### config.mk
export PLATFORM = sky130hd
export DESIGN_NAME = flag_clear_unit
export DESIGN_NICKNAME = d
export VERILOG_FILES = /design/src/inc/flag_clear_pkg.sv /design/src/logic/flag_clear_unit.sv
export SDC_FILE = /design/constraint.sdc
export NUM_CORES = 1
export LEC_CHECK = 0
export ABC_AREA = 1
export ABC_CLOCK_PERIOD_IN_PS = 4700
export BUFFER_PORTS_ARGS = -buffer_cell sky130_fd_sc_hd__buf_2
export CORE_UTILIZATION = 50
export CTS_BUF_LIST = sky130_fd_sc_hd__clkbuf_16
export CTS_CLUSTER_DIAMETER = 60
export DETAILED_ROUTE_END_ITERATION = 7
export PLACE_DENSITY = 0.92
export SLEW_MARGIN = 20
export SYNTH_ARGS = -nofsm -noshare
export SYNTH_HDL_FRONTEND = slang
export SYNTH_SLANG_ARGS = --single-unit
### constraint.sdc
create_clock -name core_clk_in -period 4.7 [get_ports core_clk_in]
set_clock_uncertainty 0.05 [all_clocks]
set_input_delay 0.705 -clock core_clk_in [delete_from_list [all_inputs] [get_ports core_clk_in]]
set_output_delay 0.705 -clock core_clk_in [all_outputs]
set_load 0.01 [all_outputs]
### src/inc/flag_clear_pkg.sv
package flag_clear_pkg;

  // Register byte addresses on the register port.
  localparam logic [31:0] ADDR_RECEIVE_THRESHOLD    = 32'h5000_1338;
  localparam logic [31:0] ADDR_TRANSMIT_THRESHOLD   = 32'h5000_133C;
  localparam logic [31:0] ADDR_CLEAR_ALL_FLAGS      = 32'h5000_1340;
  localparam logic [31:0] ADDR_CLEAR_READ_UNDERFLOW = 32'h5000_1344;
  localparam logic [31:0] ADDR_CLEAR_RECEIVE_OVER   = 32'h5000_1348;
  localparam logic [31:0] ADDR_CLEAR_TRANSMIT_OVER  = 32'h5000_134C;
  localparam logic [31:0] ADDR_CLEAR_READ_REQUEST   = 32'h5000_1350;
  localparam logic [31:0] ADDR_CLEAR_TRANSMIT_ABORT = 32'h5000_1354;
  localparam logic [31:0] ADDR_CLEAR_SLAVE_DONE     = 32'h5000_1358;

  // Register widths and field layout.
  localparam int          REG_WIDTH       = 16;
  localparam int          THRESHOLD_WIDTH = 5;
  localparam int          FIFO_DEPTH      = 32;
  localparam logic [4:0]  THRESHOLD_RESET = 5'h00;
  localparam logic [15:0] READ_ZERO       = 16'h0000;

  // Raw flag status bit positions.
  localparam int FLAG_RX_UNDER   = 0;
  localparam int FLAG_RX_OVER    = 1;
  localparam int FLAG_RX_LEVEL   = 2;
  localparam int FLAG_TX_OVER    = 3;
  localparam int FLAG_TX_LOW     = 4;
  localparam int FLAG_READ_REQ   = 5;
  localparam int FLAG_TX_ABORT   = 6;
  localparam int FLAG_SLAVE_DONE = 7;
  localparam int FLAG_COUNT      = 8;

  // Abort cause layout; the bit at ABORT_KEEP_BIT survives the clear reads.
  localparam int          ABORT_WIDTH     = 16;
  localparam int          ABORT_KEEP_BIT  = 9;
  localparam logic [15:0] ABORT_KEEP_MASK = 16'h0200;
  localparam logic [7:0]  FLAGS_RESET     = 8'h00;
  localparam logic [15:0] ABORT_RESET     = 16'h0000;

endpackage

### src/logic/flag_clear_unit.sv
// Operation
// [RULE1] Receive-level flag when level exceeds threshold.
// [RULE2] Receive threshold above depth stores depth; the code clamps the low five bits to depth minus 1.
// [RULE3] Transmit-low flag when level at/below threshold.
// [RULE4] Transmit threshold above depth stores depth; the code clamps the low five bits to depth minus 1.
// [RULE5] Combined read clears soft flags and causes.
// [RULE6] Combined read leaves level flags alone.
// [RULE7] Abort cause bit 9 survives clear reads.
// [RULE8] Underflow clear read clears bit 0.
// [RULE9] Receive-overflow clear read clears bit 1.
// [RULE10] Transmit-overflow clear read clears bit 3.
// [RULE11] Read-request clear read clears bit 5.
// [RULE12] Abort clear read clears bit 6, causes.
// [RULE13] Abort clear read releases transmit flush.
// [RULE14] Slave-done clear read clears bit 7.
// [RULE15] Transmit FIFO held flushed while abort set.
// [RULE16] Receive-level flag self-clears below threshold.
// [RULE17] Depth 32; write when full sets overflow.
// [RULE18] Hold clock low while read request pending.
// [RULE19] Reserved bits read zero, writes ignored.
`timescale 1ns/1ns
module flag_clear_unit
  import flag_clear_pkg::*;
#(
  parameter int DEPTH = FIFO_DEPTH
) (
  input  wire logic                   core_clk_in,
  input  wire logic                   rstn_in,
  input  wire logic [31:0]            reg_addr_in,
  input  wire logic                   reg_read_in,
  input  wire logic                   reg_write_in,
  input  wire logic [REG_WIDTH-1:0]   reg_wdata_in,
  input  wire logic [5:0]             rx_level_in,
  input  wire logic [5:0]             tx_level_in,
  input  wire logic                   rx_underflow_event_in,
  input  wire logic                   rx_overflow_event_in,
  input  wire logic                   tx_write_in,
  input  wire logic                   read_request_event_in,
  input  wire logic                   slave_done_event_in,
  input  wire logic                   abort_event_in,
  input  wire logic [ABORT_WIDTH-1:0] abort_cause_in,
  input  wire logic                   tx_data_supplied_in,
  output logic [REG_WIDTH-1:0]        reg_rdata_out,
  output logic [FLAG_COUNT-1:0]       raw_flag_status_out,
  output logic [ABORT_WIDTH-1:0]      abort_cause_register_out,
  output logic                        tx_flush_out,
  output logic                        tx_overflow_reject_out,
  output logic                        scl_hold_low_out
);

  // The threshold field is five bits wide, so depth can only reach 32.
  // The check runs at elaboration, so a bad depth never reaches a netlist.
  if (DEPTH < 1 || DEPTH > FIFO_DEPTH) begin : g_depth_check
    $error("DEPTH must lie between 1 and 32.");
  end

  localparam logic [5:0] DEPTH_L    = 6'(DEPTH);
  localparam logic [4:0] DEPTH_MAX  = 5'(DEPTH - 1);

  // Everything the block remembers lives in one packed record.
  // The thresholds hold the clamped codes, never the raw written value.
  // The flags field is the raw flag status exactly as software sees it.
  // The abort cause accumulates until a clear read removes all of it except bit 9.
  // The read data is registered, which costs one cycle of latency but keeps
  // the register port free of combinational paths from the address decode.
  typedef struct packed {
    logic [THRESHOLD_WIDTH-1:0] receive_threshold_level;
    logic [THRESHOLD_WIDTH-1:0] transmit_threshold_level;
    logic [FLAG_COUNT-1:0]      flags;
    logic [ABORT_WIDTH-1:0]     abort_cause;
    logic                       flush;
    logic                       overflow_reject;
    logic                       scl_hold;
    logic [REG_WIDTH-1:0]       rdata;
  } state_t;

  state_t st;
  state_t next_st;

  // A written threshold whose low five bits lie beyond the buffer is pinned to the largest usable value.
  function automatic logic [4:0] clamp_threshold(input logic [REG_WIDTH-1:0] value);
    if (value[THRESHOLD_WIDTH-1:0] > DEPTH_MAX) begin
      clamp_threshold = DEPTH_MAX;
    end else begin
      clamp_threshold = value[THRESHOLD_WIDTH-1:0];
    end
  endfunction

  // Register read strobe for one address.
  function automatic logic read_hit(input logic [31:0] addr, input logic [31:0] target);
    read_hit = reg_read_in && (addr == target);
  endfunction

  logic combined_clear;
  logic underflow_clear;
  logic receive_overflow_clear;
  logic transmit_overflow_clear;
  logic read_request_clear;
  logic abort_clear;
  logic slave_done_clear;
  logic tx_full;

  // Decode the clear-on-read addresses once; the combined read also feeds each flag.
  // Folding the combined read into every single clear keeps one clear path per
  // flag, so the combined read can never disagree with the dedicated reads.
  // The full test uses the live level, which the transmit buffer reports
  // in the same cycle as the write that it refuses.
  always_comb begin
    combined_clear          = read_hit(reg_addr_in, ADDR_CLEAR_ALL_FLAGS);
    underflow_clear         = read_hit(reg_addr_in, ADDR_CLEAR_READ_UNDERFLOW) || combined_clear;
    receive_overflow_clear  = read_hit(reg_addr_in, ADDR_CLEAR_RECEIVE_OVER) || combined_clear;
    transmit_overflow_clear = read_hit(reg_addr_in, ADDR_CLEAR_TRANSMIT_OVER) || combined_clear;
    read_request_clear      = read_hit(reg_addr_in, ADDR_CLEAR_READ_REQUEST) || combined_clear;
    abort_clear             = read_hit(reg_addr_in, ADDR_CLEAR_TRANSMIT_ABORT) || combined_clear;
    slave_done_clear        = read_hit(reg_addr_in, ADDR_CLEAR_SLAVE_DONE) || combined_clear;
    tx_full                 = (tx_level_in >= DEPTH_L);
  end

  // Next-state logic. Every hardware set wins over a clear read in the same cycle.
  // Order inside this process matters: the clear of a flag is written first and
  // the matching set second, so the later assignment decides a collision.
  // Thresholds written in one cycle act on the level flags from the next cycle,
  // because the compare uses the stored code and not the written data.
  // Level flags are recomputed every cycle and therefore clear by themselves
  // once the buffer level moves across the threshold.
  always_comb begin
    next_st = st;

    // Threshold registers; only the low five bits are kept.
    if (reg_write_in && reg_addr_in == ADDR_RECEIVE_THRESHOLD) begin
      next_st.receive_threshold_level = clamp_threshold(reg_wdata_in); // [RULE2] [RULE19]
    end
    if (reg_write_in && reg_addr_in == ADDR_TRANSMIT_THRESHOLD) begin
      next_st.transmit_threshold_level = clamp_threshold(reg_wdata_in); // [RULE4] [RULE19]
    end

    // Level flags follow the FIFO levels and ignore every clear read.
    next_st.flags[FLAG_RX_LEVEL] =
      (rx_level_in >= ({1'b0, st.receive_threshold_level} + 6'h01)); // [RULE1] [RULE6] [RULE16]
    next_st.flags[FLAG_TX_LOW] =
      (tx_level_in <= {1'b0, st.transmit_threshold_level}); // [RULE3] [RULE6]

    // Sticky flags set by hardware events and cleared only by software reads.
    // An event that meets a clear read in the same cycle survives it. Losing an
    // event there would hide a real fault, which is worse than one extra read.

    // Receive underflow: the processor read an empty receive buffer.
    if (underflow_clear) begin
      next_st.flags[FLAG_RX_UNDER] = 1'b0; // [RULE8] [RULE5]
    end
    if (rx_underflow_event_in) begin
      next_st.flags[FLAG_RX_UNDER] = 1'b1;
    end

    // Receive overflow: a byte arrived while the receive buffer was full.
    if (receive_overflow_clear) begin
      next_st.flags[FLAG_RX_OVER] = 1'b0; // [RULE9] [RULE5]
    end
    if (rx_overflow_event_in) begin
      next_st.flags[FLAG_RX_OVER] = 1'b1;
    end

    // Transmit overflow: a write was issued while the transmit buffer was full.
    if (transmit_overflow_clear) begin
      next_st.flags[FLAG_TX_OVER] = 1'b0; // [RULE10] [RULE5]
    end
    if (tx_write_in && tx_full) begin
      next_st.flags[FLAG_TX_OVER] = 1'b1; // [RULE17]
    end

    // Slave read request: a remote master wants data from this side.
    if (read_request_clear) begin
      next_st.flags[FLAG_READ_REQ] = 1'b0; // [RULE11] [RULE5]
    end
    if (read_request_event_in) begin
      next_st.flags[FLAG_READ_REQ] = 1'b1;
    end

    // Slave transmit done: the remote master stopped acknowledging our bytes.
    if (slave_done_clear) begin
      next_st.flags[FLAG_SLAVE_DONE] = 1'b0; // [RULE14] [RULE5]
    end
    if (slave_done_event_in) begin
      next_st.flags[FLAG_SLAVE_DONE] = 1'b1;
    end

    // Abort flag, its cause register and the transmit flush travel together.
    // Causes accumulate until cleared, so two aborts before one clear read
    // report the union of their reasons.
    if (abort_clear) begin
      next_st.flags[FLAG_TX_ABORT] = 1'b0; // [RULE12] [RULE5]
      next_st.abort_cause = st.abort_cause & ABORT_KEEP_MASK; // [RULE7] [RULE12]
      next_st.flush = 1'b0; // [RULE13]
    end
    if (abort_event_in) begin
      next_st.flags[FLAG_TX_ABORT] = 1'b1;
      next_st.abort_cause = next_st.abort_cause | abort_cause_in;
      next_st.flush = 1'b1; // [RULE15]
    end
    // The flush cannot drop while the flag still stands.
    if (next_st.flags[FLAG_TX_ABORT]) begin
      next_st.flush = 1'b1; // [RULE15]
    end

    // Writes are turned away when the FIFO is full or flushed.
    // A refused write is lost; the processor must wait for the abort clear
    // read before it refills the transmit buffer.
    next_st.overflow_reject = tx_write_in && (tx_full || st.flush); // [RULE17] [RULE13]

    // The clock stays held from a read request until data is supplied.
    // The hold follows the request event, not the sticky flag: software may
    // leave the flag standing long after it has answered, and the bus must
    // not stall for that. A new request in the supply cycle re-arms it.
    if (tx_data_supplied_in) begin
      next_st.scl_hold = 1'b0;
    end
    if (read_request_event_in) begin
      next_st.scl_hold = 1'b1; // [RULE18]
    end

    // Read data is registered, so it appears one cycle after the read strobe.
    next_st.rdata = READ_ZERO;
    if (reg_read_in) begin
      case (reg_addr_in)
        ADDR_RECEIVE_THRESHOLD: begin
          next_st.rdata = {11'h000, st.receive_threshold_level}; // [RULE19]
        end
        ADDR_TRANSMIT_THRESHOLD: begin
          next_st.rdata = {11'h000, st.transmit_threshold_level}; // [RULE19]
        end
        // Single clear registers report their flag in bit 0; the combined one reports the OR of all eight raw flags.
        ADDR_CLEAR_ALL_FLAGS: begin
          next_st.rdata = {15'h0000, |st.flags};
        end
        ADDR_CLEAR_READ_UNDERFLOW: begin
          next_st.rdata = {15'h0000, st.flags[FLAG_RX_UNDER]};
        end
        ADDR_CLEAR_RECEIVE_OVER: begin
          next_st.rdata = {15'h0000, st.flags[FLAG_RX_OVER]};
        end
        ADDR_CLEAR_TRANSMIT_OVER: begin
          next_st.rdata = {15'h0000, st.flags[FLAG_TX_OVER]};
        end
        ADDR_CLEAR_READ_REQUEST: begin
          next_st.rdata = {15'h0000, st.flags[FLAG_READ_REQ]};
        end
        ADDR_CLEAR_TRANSMIT_ABORT: begin
          next_st.rdata = {15'h0000, st.flags[FLAG_TX_ABORT]};
        end
        ADDR_CLEAR_SLAVE_DONE: begin
          next_st.rdata = {15'h0000, st.flags[FLAG_SLAVE_DONE]};
        end
        default: begin
          next_st.rdata = READ_ZERO;
        end
      endcase
    end
  end

  // All state in one register bank.
  // The reset branch loads constants only, so the asynchronous path stays
  // free of logic and the reset release is clean.
  always_ff @(posedge core_clk_in or negedge rstn_in) begin
    if (!rstn_in) begin
      st <= '{THRESHOLD_RESET, THRESHOLD_RESET, FLAGS_RESET, ABORT_RESET,
              1'b0, 1'b0, 1'b0, READ_ZERO};
    end else begin
      st <= next_st;
    end
  end

  // Outputs come straight from the state register.
  // No gate sits between a flip-flop and a pin, so the far side sees
  // glitch-free levels for a full cycle.
  always_comb begin
    reg_rdata_out            = st.rdata;
    raw_flag_status_out      = st.flags;
    abort_cause_register_out = st.abort_cause;
    tx_flush_out             = st.flush;
    tx_overflow_reject_out   = st.overflow_reject;
    scl_hold_low_out         = st.scl_hold;
  end

endmodule

== Word-level counts from Yosys, hierarchy flattened ==
Cells that the tools add are included.
Widths: inputs -> output; s select.

* Flip-flop bits (word level): 53
* Bits in latches: 0
* Bits in writable memories: 0
* ROM bits: 0
* Output and inout bits: 43
* Logic and storage cells: 74
* Memories: 0

* $add $sub $neg: 1
* $mul: 0
* Divide/modulo/power cells: 0
* Order comparisons: 4
* Eq/ne operators: 9
* Shift operators: 0
* Multiplexer cells: 20
* Bitwise logic cells: 1
* Reductions and logical operators: 26

{| class="wikitable"
|+ Operators with widths
! operator !! number
|-
| $eq 32x31->1 const B || 9
|-
| $pmux 5 s9 || 1
|-
| $mux 17 || 2
|-
| $or 16x16->16 || 1
|-
| $mux 1 || 15
|-
| $reduce_bool 2->1 || 6
|-
| $logic_and 1x1->1 || 11
|-
| $mux 5 || 2
|-
| $reduce_or 8->1 || 1
|-
| $logic_or 1x1->1 || 7
|-
| $add 5x1->6 const B || 1
|-
| $ge 6x6->1 || 1
|-
| $ge 6x6->1 const B || 1
|-
| $le 6x5->1 || 1
|-
| $gt 5x5->1 const B || 1
|-
| $reduce_bool 3->1 || 1
|}

== Depth between registers and ports, before layout ==
Gate-level depths: netlist of run 1.

* Depth in word-level cells: 7
* Mapped depth: 12

== Least setup slack after synthesis of run 1 ==
OpenSTA, ideal clock, no wires.

* Kind: input to register
* Start point: in reg_addr_in[10]
* End point: reg st, in the netlist abort_cause_register_out[10]
* Setup time: 0.121 ns
* Data arrival time: 1.696 ns
* Required time: 4.529 ns
* Path slack: 2.833 ns
* Stages on the path: 10
* Buffers on the path: 1
* Path through: inv_1 nand2_1 nor2_2 nand2_4 nor2_4 nand3_4 nand2_2 inv_2 buf_6 a22o_1

{| class="wikitable"
|+ RTL lines
! item !! RTL line !! source
|-
| start: declaration || flag_clear_unit.sv:29 || <nowiki>input wire logic [31:0] reg_addr_in,</nowiki>
|-
| end signal: assignment || flag_clear_unit.sv:265 || <nowiki>st <= '{THRESHOLD_RESET, THRESHOLD_RESET, FLAGS_RESET, ABORT_RESET,</nowiki>
|-
| end signal: assignment || flag_clear_unit.sv:268 || <nowiki>st <= next_st;</nowiki>
|-
| end: declaration || flag_clear_unit.sv:77 || <nowiki>state_t st;</nowiki>
|}

==> impl_metrics.py, run 1 <==
metrics = {
    "outcome": {
        "outcome": "complete, no violations",
    },
    "worst_setup_path": {
        "cp_common_cell": "nand2_1",
        "path_cells": "buf_2 > nor2_1 > nand2_1 > inv_1 > nand2_1 > nor2_8 > nand3_1 > nand2_2 > inv_2 > a22o_1",
        "cp_data_required_time_ns": 4.82,
        "crit_path_top_delay_cell": "nor2_8",
        "crit_path_end_kind": "register",
        "cp_max_fo": 16,
        "max_stage_delay_ns": 0.23,
        "cp.arrival_ns": 1.94,
        "critPathKind": "in2reg",
        "critPathLaunchType": "primary input",
    },
    "synth": {
        "synth_cell_type_count": 29,
        "netlist_instances": 342,
        "synth.area.mux_share_pct": 0,
        "async_flop_share_pct": 100,
        "synth.largest_area_cell": "dfrtp_1",
        "synthXorXnorAreaFrac_pct": 0.966,
        "synth_most_common_cell": "nand2_1",
        "synth-compound-area-share_pct": 12.5,
        "synthTopCellsByCount": "73 x nand2_1, 42 x dfrtp_1, 41 x inv_1, 40 x buf_4, 31 x nor2_1",
        "yosys.area.top_type_share_pct": 38.7,
        "synthSimpleGateAreaFrac_pct": 23.3,
        "ys_warn_count": 0,
        "ys_ff_latch": 42,
        "synthAdderAreaFrac_pct": 5.52,
        "avgSynthCellArea_um2": 7.95,
        "synth-edff-count": 0,
        "ys_top_cells_by_area": "dfrtp_1 39%, buf_4 11%, nand2_1 10%",
        "synth_area_mm2": 0.00272,
        "synth_top_family_by_area": "simple AND/OR/NAND/NOR gates",
        "synth_flop_cell": "dfrtp_1",
        "ys_seq_area_share_pct": 38.7,
    },
    "route": {
        "drt-initial-drc-count": 121,
        "viasPerCell": 4.80,
        "vias": 2363,
        "wirelength_um": 5710,
        "routedWlPerCell_um": 11.6,
        "ant_nets": 0,
        "drt_pass1_iterations": 4,
        "route.detailed.drc": 0,
    },
    "sta": {
        "worst_slew_pin_slew_ns": 0.897,
        "final.min_clock_period_ns": 1.82,
        "rsz0062_at_grt": "false",
        "max_freq_mhz": 548,
        "setup_violations": 0,
        "setup_tns_ns": 0,
        "hold_viol_final": 0,
        "finalCritPeriodShare_pct": 38.8,
        "slew_viol_final": 0,
        "slew_headroom_pct": 40.2,
    },
    "clock_tree": {
        "cts_tree": "yes",
        "clk_latency_ns": 0.28,
        "clkTransAtPathRegs_ns": 0.06,
        "postCtsResizedCells": 0,
        "cts_buffer_depth": 2,
        "postCtsHoldBufs": 0,
        "cts_setup_buffers": 0,
        "clkSinkCount": 42,
        "root_buffer": "clkbuf_16",
        "h-tree-depth": 2,
        "cts_buffers": 5,
    },
    "pwr": {
        "combPwrFrac_pct": 9.7,
        "p_per_area_mw_per_mm2": 255,
        "power_switching_uw": 173,
        "power.total_uw": 817,
        "p_leak_nw": 1.73,
        "pwr-share-seq_pct": 44.6,
        "switching_share_pct": 21.2,
        "clockPowerShare_pct": 45.6,
        "max-vdd-ir-drop_mv": 0.238,
        "intPower_uw": 644,
    },
    "global_routing": {
        "grt_pass1_vias": 2255,
        "grt_pass1_wl_um": 9020,
        "antenna_found_initial": 0,
        "grt_max_degree": 43,
        "grt.overflow.total": 0,
        "grt_usage_pct": 20.7,
    },
    "finish": {
        "multi_input_area_mm2": 0.00119,
        "design_area_mm2": 0.00321,
        "diodes": 0,
        "drive_gt1_share_pct": 32.0,
        "register_area_mm2": 0.00105,
        "fillCellCount": 461,
        "area_delta_synth_final_pct": 18.0,
        "fin_nets": 521,
    },
    "floorplanning": {
        "die_w_um": 75.7,
        "die_h_um": 75.7,
        "fp-row-count": 26,
        "core_mm2": 0.00517,
        "dieArea_mm2": 0.00574,
        "start_util_pct": 52.6,
        "ios": 130,
    },
    "placed_design": {
        "postPlaceCellArea_mm2": 0.00305,
        "hpwl_um": 4560,
        "port_buffers": 107,
        "routabilityCongestion": 0.895,
    },
    "run": {
        "maxCapViolCount": 0,
    },
    "worst_hold_path": {
        "hp-class": "reg2reg",
    },
}
## per-layer routing
metal / vias to the layer above / wire length, µm / GRT usage (%) / share of wire, %
met2: 67 / 3010 / 37.0 / 53
met3: 6 / 235 / 4.37 / 4.1
li1: 1197 / - / - / -
met1: 1093 / 2410 / 24.4 / 42
met4: 0 / 59 / 7.41 / 1.0
met5: - / 0 / 0 / 0
## layout make-up
cell class | instances | area share, %
multi-input cells | 217 | 37.1
flip-flops and latches | 42 | 32.8
repair buffers | 107 | 16.7
inverters | 49 | 5.73
clock buffers | 5 | 3.90
well taps | 70 | 2.73
clock inverters | 2 | 1.05
## logic make-up (layout without fill, tap and decap cells)
group / count (synthesis) / count (layout)
other: 1 / 11
XOR/XNOR: 3 / 3
AND/OR/NAND/NOR: 139 / 139
buffers and inverters: 93 / 163
flip-flops: 42 / 42
adder cells (fa/ha/maj): 12 / 12
AO/OA/AOI/OAI: 52 / 52
## worst paths after layout
path / start / end / slack [ns] / depth (start not counted)
worst max-delay path: reg_addr_in[17] / abort_cause_register_out[10] / 2.88 / 10
worst min-delay path: abort_cause_register_out[9] / abort_cause_register_out[9] / 0.42 / 1
worst max register to register: st[48] / raw_flag_status_out[2] / 2.98 / 9
worst min register to register: abort_cause_register_out[9] / abort_cause_register_out[9] / 0.42 / 1
max in group asynchronous: rstn_in / st[51] / 3.54 / 1
min in group asynchronous: rstn_in / abort_cause_register_out[15] / 0.50 / 1
## sequential cells by signal (all words and copies together), names as in the netlist
register	cells
raw_flag_status_out	8
st	10
tx_flush_out	1
tx_overflow_reject_out	1
scl_hold_low_out	1
reg_rdata_out	5
abort_cause_register_out	16
## worst max-delay path, delay by kind of cell
family	cells	cell delay, ns
AND/OR/NAND/NOR	6	0.75
buffers and inverters	3	0.29
AO/OA/AOI/OAI	1	0.21
## per-stage QoR
stage | hold slack, ns | util [%] | setup slack [ns] | std cells
finish | 0.421 | 62.0 | 2.88 | 492
CTS | 0.425 | 62.0 | 2.88 | 492
floorplan | 0.359 | - | 2.83 | 352
detailed placement | 0.411 | 59.0 | 2.57 | 485
global placement | 0.382 | 59.0 | 2.62 | 485
global route | 0.432 | 62.0 | 2.70 | 492
## cells in the final DEF, fill, tap and decap left out, drive strengths merged
cell type	netlist	routed
nor3	5	5
buf	42	107
inv	49	49
ha	12	12
a21oi	9	9
xor2	2	2
a21o	2	2
nand3	14	14
conb	1	11
o21ai	19	19
nand4	1	1
nand2	79	79
clkbuf	2	5
nor2	37	37
bufinv	0	1
dfrtp	42	42
a22o	15	15
or2	1	1
clkinv	0	1
xnor2	1	1
nand3b	2	2
o21bai	7	7
## power groups by stage
stage          logic (mW)  clock network [mW]  registers, mW
6_report           0.0795               0.373          0.365
3_3_place_gp       0.0759                   0          0.371
5_1_grt            0.0920               0.398          0.365
2_1_floorplan      0.0395                   0          0.372
3_5_place_dp       0.0798                   0          0.371
4_1_cts            0.0802               0.380          0.365
No activity file was read; power rests on OpenSTA's default activity.
==> run 2: changes to the inputs <==
--- a/config.mk
+++ b/config.mk
@@ -6,13 +6,13 @@
 export NUM_CORES = 1
 export LEC_CHECK = 0
 export ABC_AREA = 1
-export ABC_CLOCK_PERIOD_IN_PS = 4700
+export ABC_CLOCK_PERIOD_IN_PS = 1620
 export BUFFER_PORTS_ARGS = -buffer_cell sky130_fd_sc_hd__buf_2
-export CORE_UTILIZATION = 50
+export CORE_UTILIZATION = 42
 export CTS_BUF_LIST = sky130_fd_sc_hd__clkbuf_16
 export CTS_CLUSTER_DIAMETER = 60
 export DETAILED_ROUTE_END_ITERATION = 7
-export PLACE_DENSITY = 0.92
+export PLACE_DENSITY = 0.84
 export SLEW_MARGIN = 20
 export SYNTH_ARGS = -nofsm -noshare
 export SYNTH_HDL_FRONTEND = slang
==> constraint.sdc (replaced) <==
create_clock -name core_clk_in -period 1.62 [get_ports core_clk_in]
set_clock_uncertainty 0.05 [all_clocks]
set_input_delay 0.243 -clock core_clk_in [delete_from_list [all_inputs] [get_ports core_clk_in]]
set_output_delay 0.243 -clock core_clk_in [all_outputs]
set_load 0.01 [all_outputs]
==> impl_metrics.py, run 2 (same netlist as run 1, synthesis figures left out) <==
metrics = {
    "sta": {
        "whs_ns": 0.0848,
        "slew_viol_final": 0,
        "setup_ws_ns": -0.0387,
        "setup_violations": 1,
        "max_freq_mhz": 603,
        "hold_viol_final": 0,
        "setup_tns_ns": -0.0387,
        "final.min_clock_period_ns": 1.66,
        "rsz0062_at_grt": "true",
        "finalCritPeriodShare_pct": 102,
    },
    "worst_setup_path": {
        "critPathCapture": "raw_flag_status_out[2]",
        "cp_data_required_time_ns": 1.73,
        "critPathKind": "reg2reg",
        "cp.arrival_ns": 1.77,
        "regToRegEndpoint": "raw_flag_status_out[2]",
        "r2r_slack_ns": -0.04,
        "cp_max_fo": 2,
        "path_cells": "ha_1 > inv_1 > ha_1 > o21ai_1 > nand2_1 > a21oi_2 > o21bai_1 > a21oi_1 > o21bai_1",
        "max_stage_delay_ns": 0.38,
        "critPathBufInv": 1,
        "crit_family": "adder cells",
        "crit_path_top_delay_cell": "dfrtp_1",
        "critPathLaunchType": "register",
        "crit_path_end_kind": "register",
        "cp.depth": 9,
        "ff2ff_path_depth": 9,
        "startpoint": "st[49]",
        "r2r_start": "st[49]",
    },
    "floorplanning": {
        "start_util_pct": 44.6,
        "dieArea_mm2": 0.00680,
        "ios": 130,
        "die_h_um": 82.5,
        "fp-row-count": 28,
        "core_mm2": 0.00610,
        "die_w_um": 82.5,
    },
    "worst_hold_path": {
        "hold_depth": 2,
        "hp-class": "in2reg",
    },
    "route": {
        "routedWlPerCell_um": 11.9,
        "ant_nets": 0,
        "vias": 2421,
        "route.detailed.drc": 0,
        "wirelength_um": 6020,
        "drt-initial-drc-count": 72,
        "viasPerCell": 4.78,
        "drt_pass1_iterations": 4,
    },
    "placed_design": {
        "routabilityCongestion": 0.811,
        "port_buffers": 107,
        "hpwl_um": 4880,
        "dp.cells": 498,
    },
    "pwr": {
        "power.total_mw": 2.38,
        "p_per_area_mw_per_mm2": 721,
        "max-vdd-ir-drop_mv": 0.575,
        "p_leak_nw": 1.78,
    },
    "global_routing": {
        "grt_pass1_wl_um": 9560,
        "grt.overflow.total": 0,
        "grt_usage_pct": 18.3,
        "grt_pass1_vias": 2270,
        "antenna_found_initial": 0,
        "grt_max_degree": 25,
    },
    "clock_tree": {
        "clkSinkCount": 42,
        "h-tree-depth": 2,
        "clkTransAtPathRegs_ns": 0.06,
        "cts_buffers": 5,
        "cts_tree": "yes",
        "root_buffer": "clkbuf_16",
        "clk_latency_ns": 0.28,
        "cts_buffer_depth": 2,
    },
    "outcome": {
        "outcome": "finished, violations left",
        "violations": "negative setup slack",
    },
    "finish": {
        "diodes": 0,
        "largest_register_ffs": 16,
        "area_delta_synth_final_pct": 21.4,
        "drive_gt1_share_pct": 33.4,
        "final_cell_mix": "107 x buf_2, 73 x nand2_1, 42 x dfrtp_1",
        "multi_input_area_mm2": 0.00119,
        "fin_nets": 530,
        "fillCellCount": 585,
        "register_area_mm2": 0.00105,
        "final_common_cell": "buf_2",
        "fin_cells": 506,
    },
    "run": {
        "maxCapViolCount": 0,
    },
}
## run 2: changes by cell type in the layout (fill, tap and decap cells not counted)
cell / delta
buf_4: +7
a21oi_2: +1
buf_12: +1
o21ai_1: +1
a21oi_1: -1
o21ai_0: -1
dlygate4sd3_1: +1
## run 2: repair_timing
action | CTS | global route
setup endpoints to repair | 1 | 1
buffers inserted | 0 | 0
resized for setup | 2 | 0
hold endpoints to repair | 18 | 0
pin swaps | 0 | 0
hold buffers | 1 | 0
## run 2: final cells by class
cell class	instances	share of cell area [%]
Multi-Input combinational cell	217	36.2
Sequential cell	42	31.8
Timing Repair Buffer	116	18.7
Inverter	49	5.57
Clock buffer	5	3.79
Tap cell	75	2.84
Clock inverter	2	1.02
## run 2: metal layers
metal	GRT usage (%)	share of wire, %
met1	20.7	41
met2	35.0	53
met3	4.07	5.6
met4	3.16	0.70
met5	0	0
## run 2: through the flow
step	utilization (%)	worst slack [ns]	area, µm²
final	54.1	-0.0387	3300
after global routing	54.1	-0.161	3300
after CTS	54.1	-0.0555	3300
after detailed placement	51.3	-0.0588	3130
after global placement	51.3	-0.0199	3130
after floorplan	-	0.0231	2760
## run 2: power by group
part	total, mW	switching, mW	internal, mW
logic	0.243	0.132	0.111
clock network	1.08	0.366	0.712
registers	1.06	0.00389	1.06
## run 2: how the worst min path moves through the flow
stage	from	endpoint	slack, ns
2_1_floorplan	rstn_in	abort_cause_register_out[0]	-0.10
3_3_place_gp	rstn_in	scl_hold_low_out	0.16
3_5_place_dp	rstn_in	scl_hold_low_out	0.17
4_1_cts	tx_level_in[5]	raw_flag_status_out[4]	0.08
5_1_grt	tx_level_in[5]	raw_flag_status_out[4]	0.09
6_report	tx_level_in[5]	raw_flag_status_out[4]	0.08
## run 2: worst reg2reg max path: stages (launching register included)
cell      delay (ns)
dfrtp_1         0.38
ha_1            0.27
inv_1           0.04
ha_1            0.26
o21ai_1         0.08
nand2_1         0.07
a21oi_2         0.11
o21bai_1        0.07
a21oi_1         0.13
o21bai_1        0.07
==> run 3: changes to the inputs <==
--- a/config.mk
+++ b/config.mk
@@ -12,6 +12,7 @@
 export CTS_BUF_LIST = sky130_fd_sc_hd__clkbuf_16
 export CTS_CLUSTER_DIAMETER = 60
 export DETAILED_ROUTE_END_ITERATION = 7
+export MAX_ROUTING_LAYER = met4
 export PLACE_DENSITY = 0.84
 export SLEW_MARGIN = 20
 export SYNTH_ARGS = -nofsm -noshare
==> impl_metrics.py, run 3 (same netlist as run 1, synthesis figures left out) <==
metrics = {
    "pwr": {
        "p_per_area_mw_per_mm2": 725,
        "pwr-share-seq_pct": 44.3,
        "switching_share_pct": 21.5,
        "intPower_mw": 1.88,
        "clockPowerShare_pct": 45.7,
        "max-vdd-ir-drop_mv": 0.846,
        "combPwrFrac_pct": 10.0,
        "p_leak_nw": 1.79,
        "power.total_mw": 2.40,
        "power_switching_uw": 514,
    },
    "floorplanning": {
        "start_util_pct": 44.6,
        "core_mm2": 0.00610,
        "fp-row-count": 28,
        "ios": 130,
        "dieArea_mm2": 0.00680,
        "die_h_um": 82.5,
        "die_w_um": 82.5,
    },
    "route": {
        "vias": 2370,
        "routedWlPerCell_um": 11.5,
        "ant_nets": 0,
        "route.detailed.drc": 0,
        "wirelength_um": 5830,
        "drt-initial-drc-count": 76,
        "drt_pass1_iterations": 4,
        "viasPerCell": 4.67,
    },
    "placed_design": {
        "pre_cts_ws_ns": -0.0708,
        "port_buffers": 107,
        "hpwl_um": 4790,
        "routabilityCongestion": 0.819,
        "dp.cells": 498,
        "postPlaceCellArea_mm2": 0.00313,
    },
    "worst_setup_path": {
        "critPathBufInv": 1,
        "critPathLaunchType": "register",
        "path_cells": "ha_1 > inv_1 > ha_1 > o21ai_1 > nand2_1 > a21oi_2 > o21bai_1 > a21oi_1 > o21bai_1",
        "cp_max_fo": 2,
        "crit_path_top_delay_cell": "dfrtp_1",
        "cp_data_required_time_ns": 1.74,
        "crit_family": "adder cells",
        "max_stage_delay_ns": 0.39,
        "r2r_slack_ns": -0.05,
        "cp.arrival_ns": 1.79,
        "crit_path_end_kind": "register",
        "critPathKind": "reg2reg",
    },
    "sta": {
        "slew_viol_final": 0,
        "rsz0062_at_grt": "true",
        "max_freq_mhz": 598,
        "whs_ns": 0.0772,
        "finalCritPeriodShare_pct": 103,
        "setup_violations": 1,
        "final.min_clock_period_ns": 1.67,
        "setup_tns_ns": -0.0510,
        "setup_ws_ns": -0.0510,
        "hold_viol_final": 0,
    },
    "global_routing": {
        "grt.overflow.total": 0,
        "antenna_found_initial": 0,
        "grt_usage_pct": 18.8,
        "grt_pass1_wl_um": 9400,
        "grt_pass1_vias": 2239,
        "grt_max_degree": 25,
    },
    "clock_tree": {
        "cts_tree": "yes",
        "cts_buffers": 5,
        "root_buffer": "clkbuf_16",
        "cts_setup_buffers": 0,
        "h-tree-depth": 2,
        "clkSinkCount": 42,
        "clk_latency_ns": 0.28,
        "clkTransAtPathRegs_ns": 0.06,
        "cts_buffer_depth": 2,
    },
    "finish": {
        "area_delta_synth_final_pct": 21.5,
        "fin_cells": 507,
        "design_area_mm2": 0.00330,
        "final_common_cell": "buf_2",
        "final_cell_mix": "107 x buf_2, 73 x nand2_1, 43 x inv_1",
        "diodes": 0,
        "drive_gt1_share_pct": 33.3,
        "largest_register_ffs": 16,
        "final_util_pct": 54.2,
        "fin_nets": 530,
    },
    "worst_hold_path": {
        "hp-class": "in2reg",
    },
    "outcome": {
        "violations": "negative setup slack",
        "outcome": "finished, violations left",
    },
    "run": {
        "maxCapViolCount": 0,
    },
}
## run 3: cell count changes in the layout (fill, tap and decap cells not counted), sizes merged
| cell | delta |
|---|---|
| clkinv | -1 |
| inv | +2 |
## run 3: final cells by class
class	instances	area (µm²)
clock buffer	5	125
clock inverter	3	37.5
fill	601	2790
inverter	49	184
multi-input combinational	217	1190
sequential	42	1050
tap	75	93.8
timing repair buffer	116	618
## run 3: repair_timing
action | in CTS | in global routing
resized for setup | 1 | 1
pin swaps | 0 | 1
hold buffers | 1 | 0
endpoints found under the hold margin | 18 | 0
setup endpoints to repair | 1 | 1
## run 3: routing by layer
layer  part of all wire, %  track usage, %
met1                    42            21.6
met2                    52            33.3
met3                   4.9            3.85
met4                   1.2            4.74
met5                     0               -
## run 3: power groups by stage
stage / registers [mW] / clock network (mW) / logic, mW
floorplan: 1.08 / 0 / 0.115
global placement: 1.08 / 0 / 0.230
detailed placement: 1.08 / 0 / 0.240
CTS: 1.06 / 1.12 / 0.243
global route: 1.06 / 1.17 / 0.277
finish: 1.06 / 1.10 / 0.240
## run 3: path summary, 6_finish.rpt
path	from	endpoint	cells past startpoint
max	st[49]	raw_flag_status_out[2]	9
max in group asynchronous	rstn_in	abort_cause_register_out[10]	3
min reg2reg	abort_cause_register_out[9]	abort_cause_register_out[9]	1
min in group asynchronous	rstn_in	abort_cause_register_out[11]	2
min	tx_level_in[5]	raw_flag_status_out[4]	2
max reg2reg	st[49]	raw_flag_status_out[2]	9
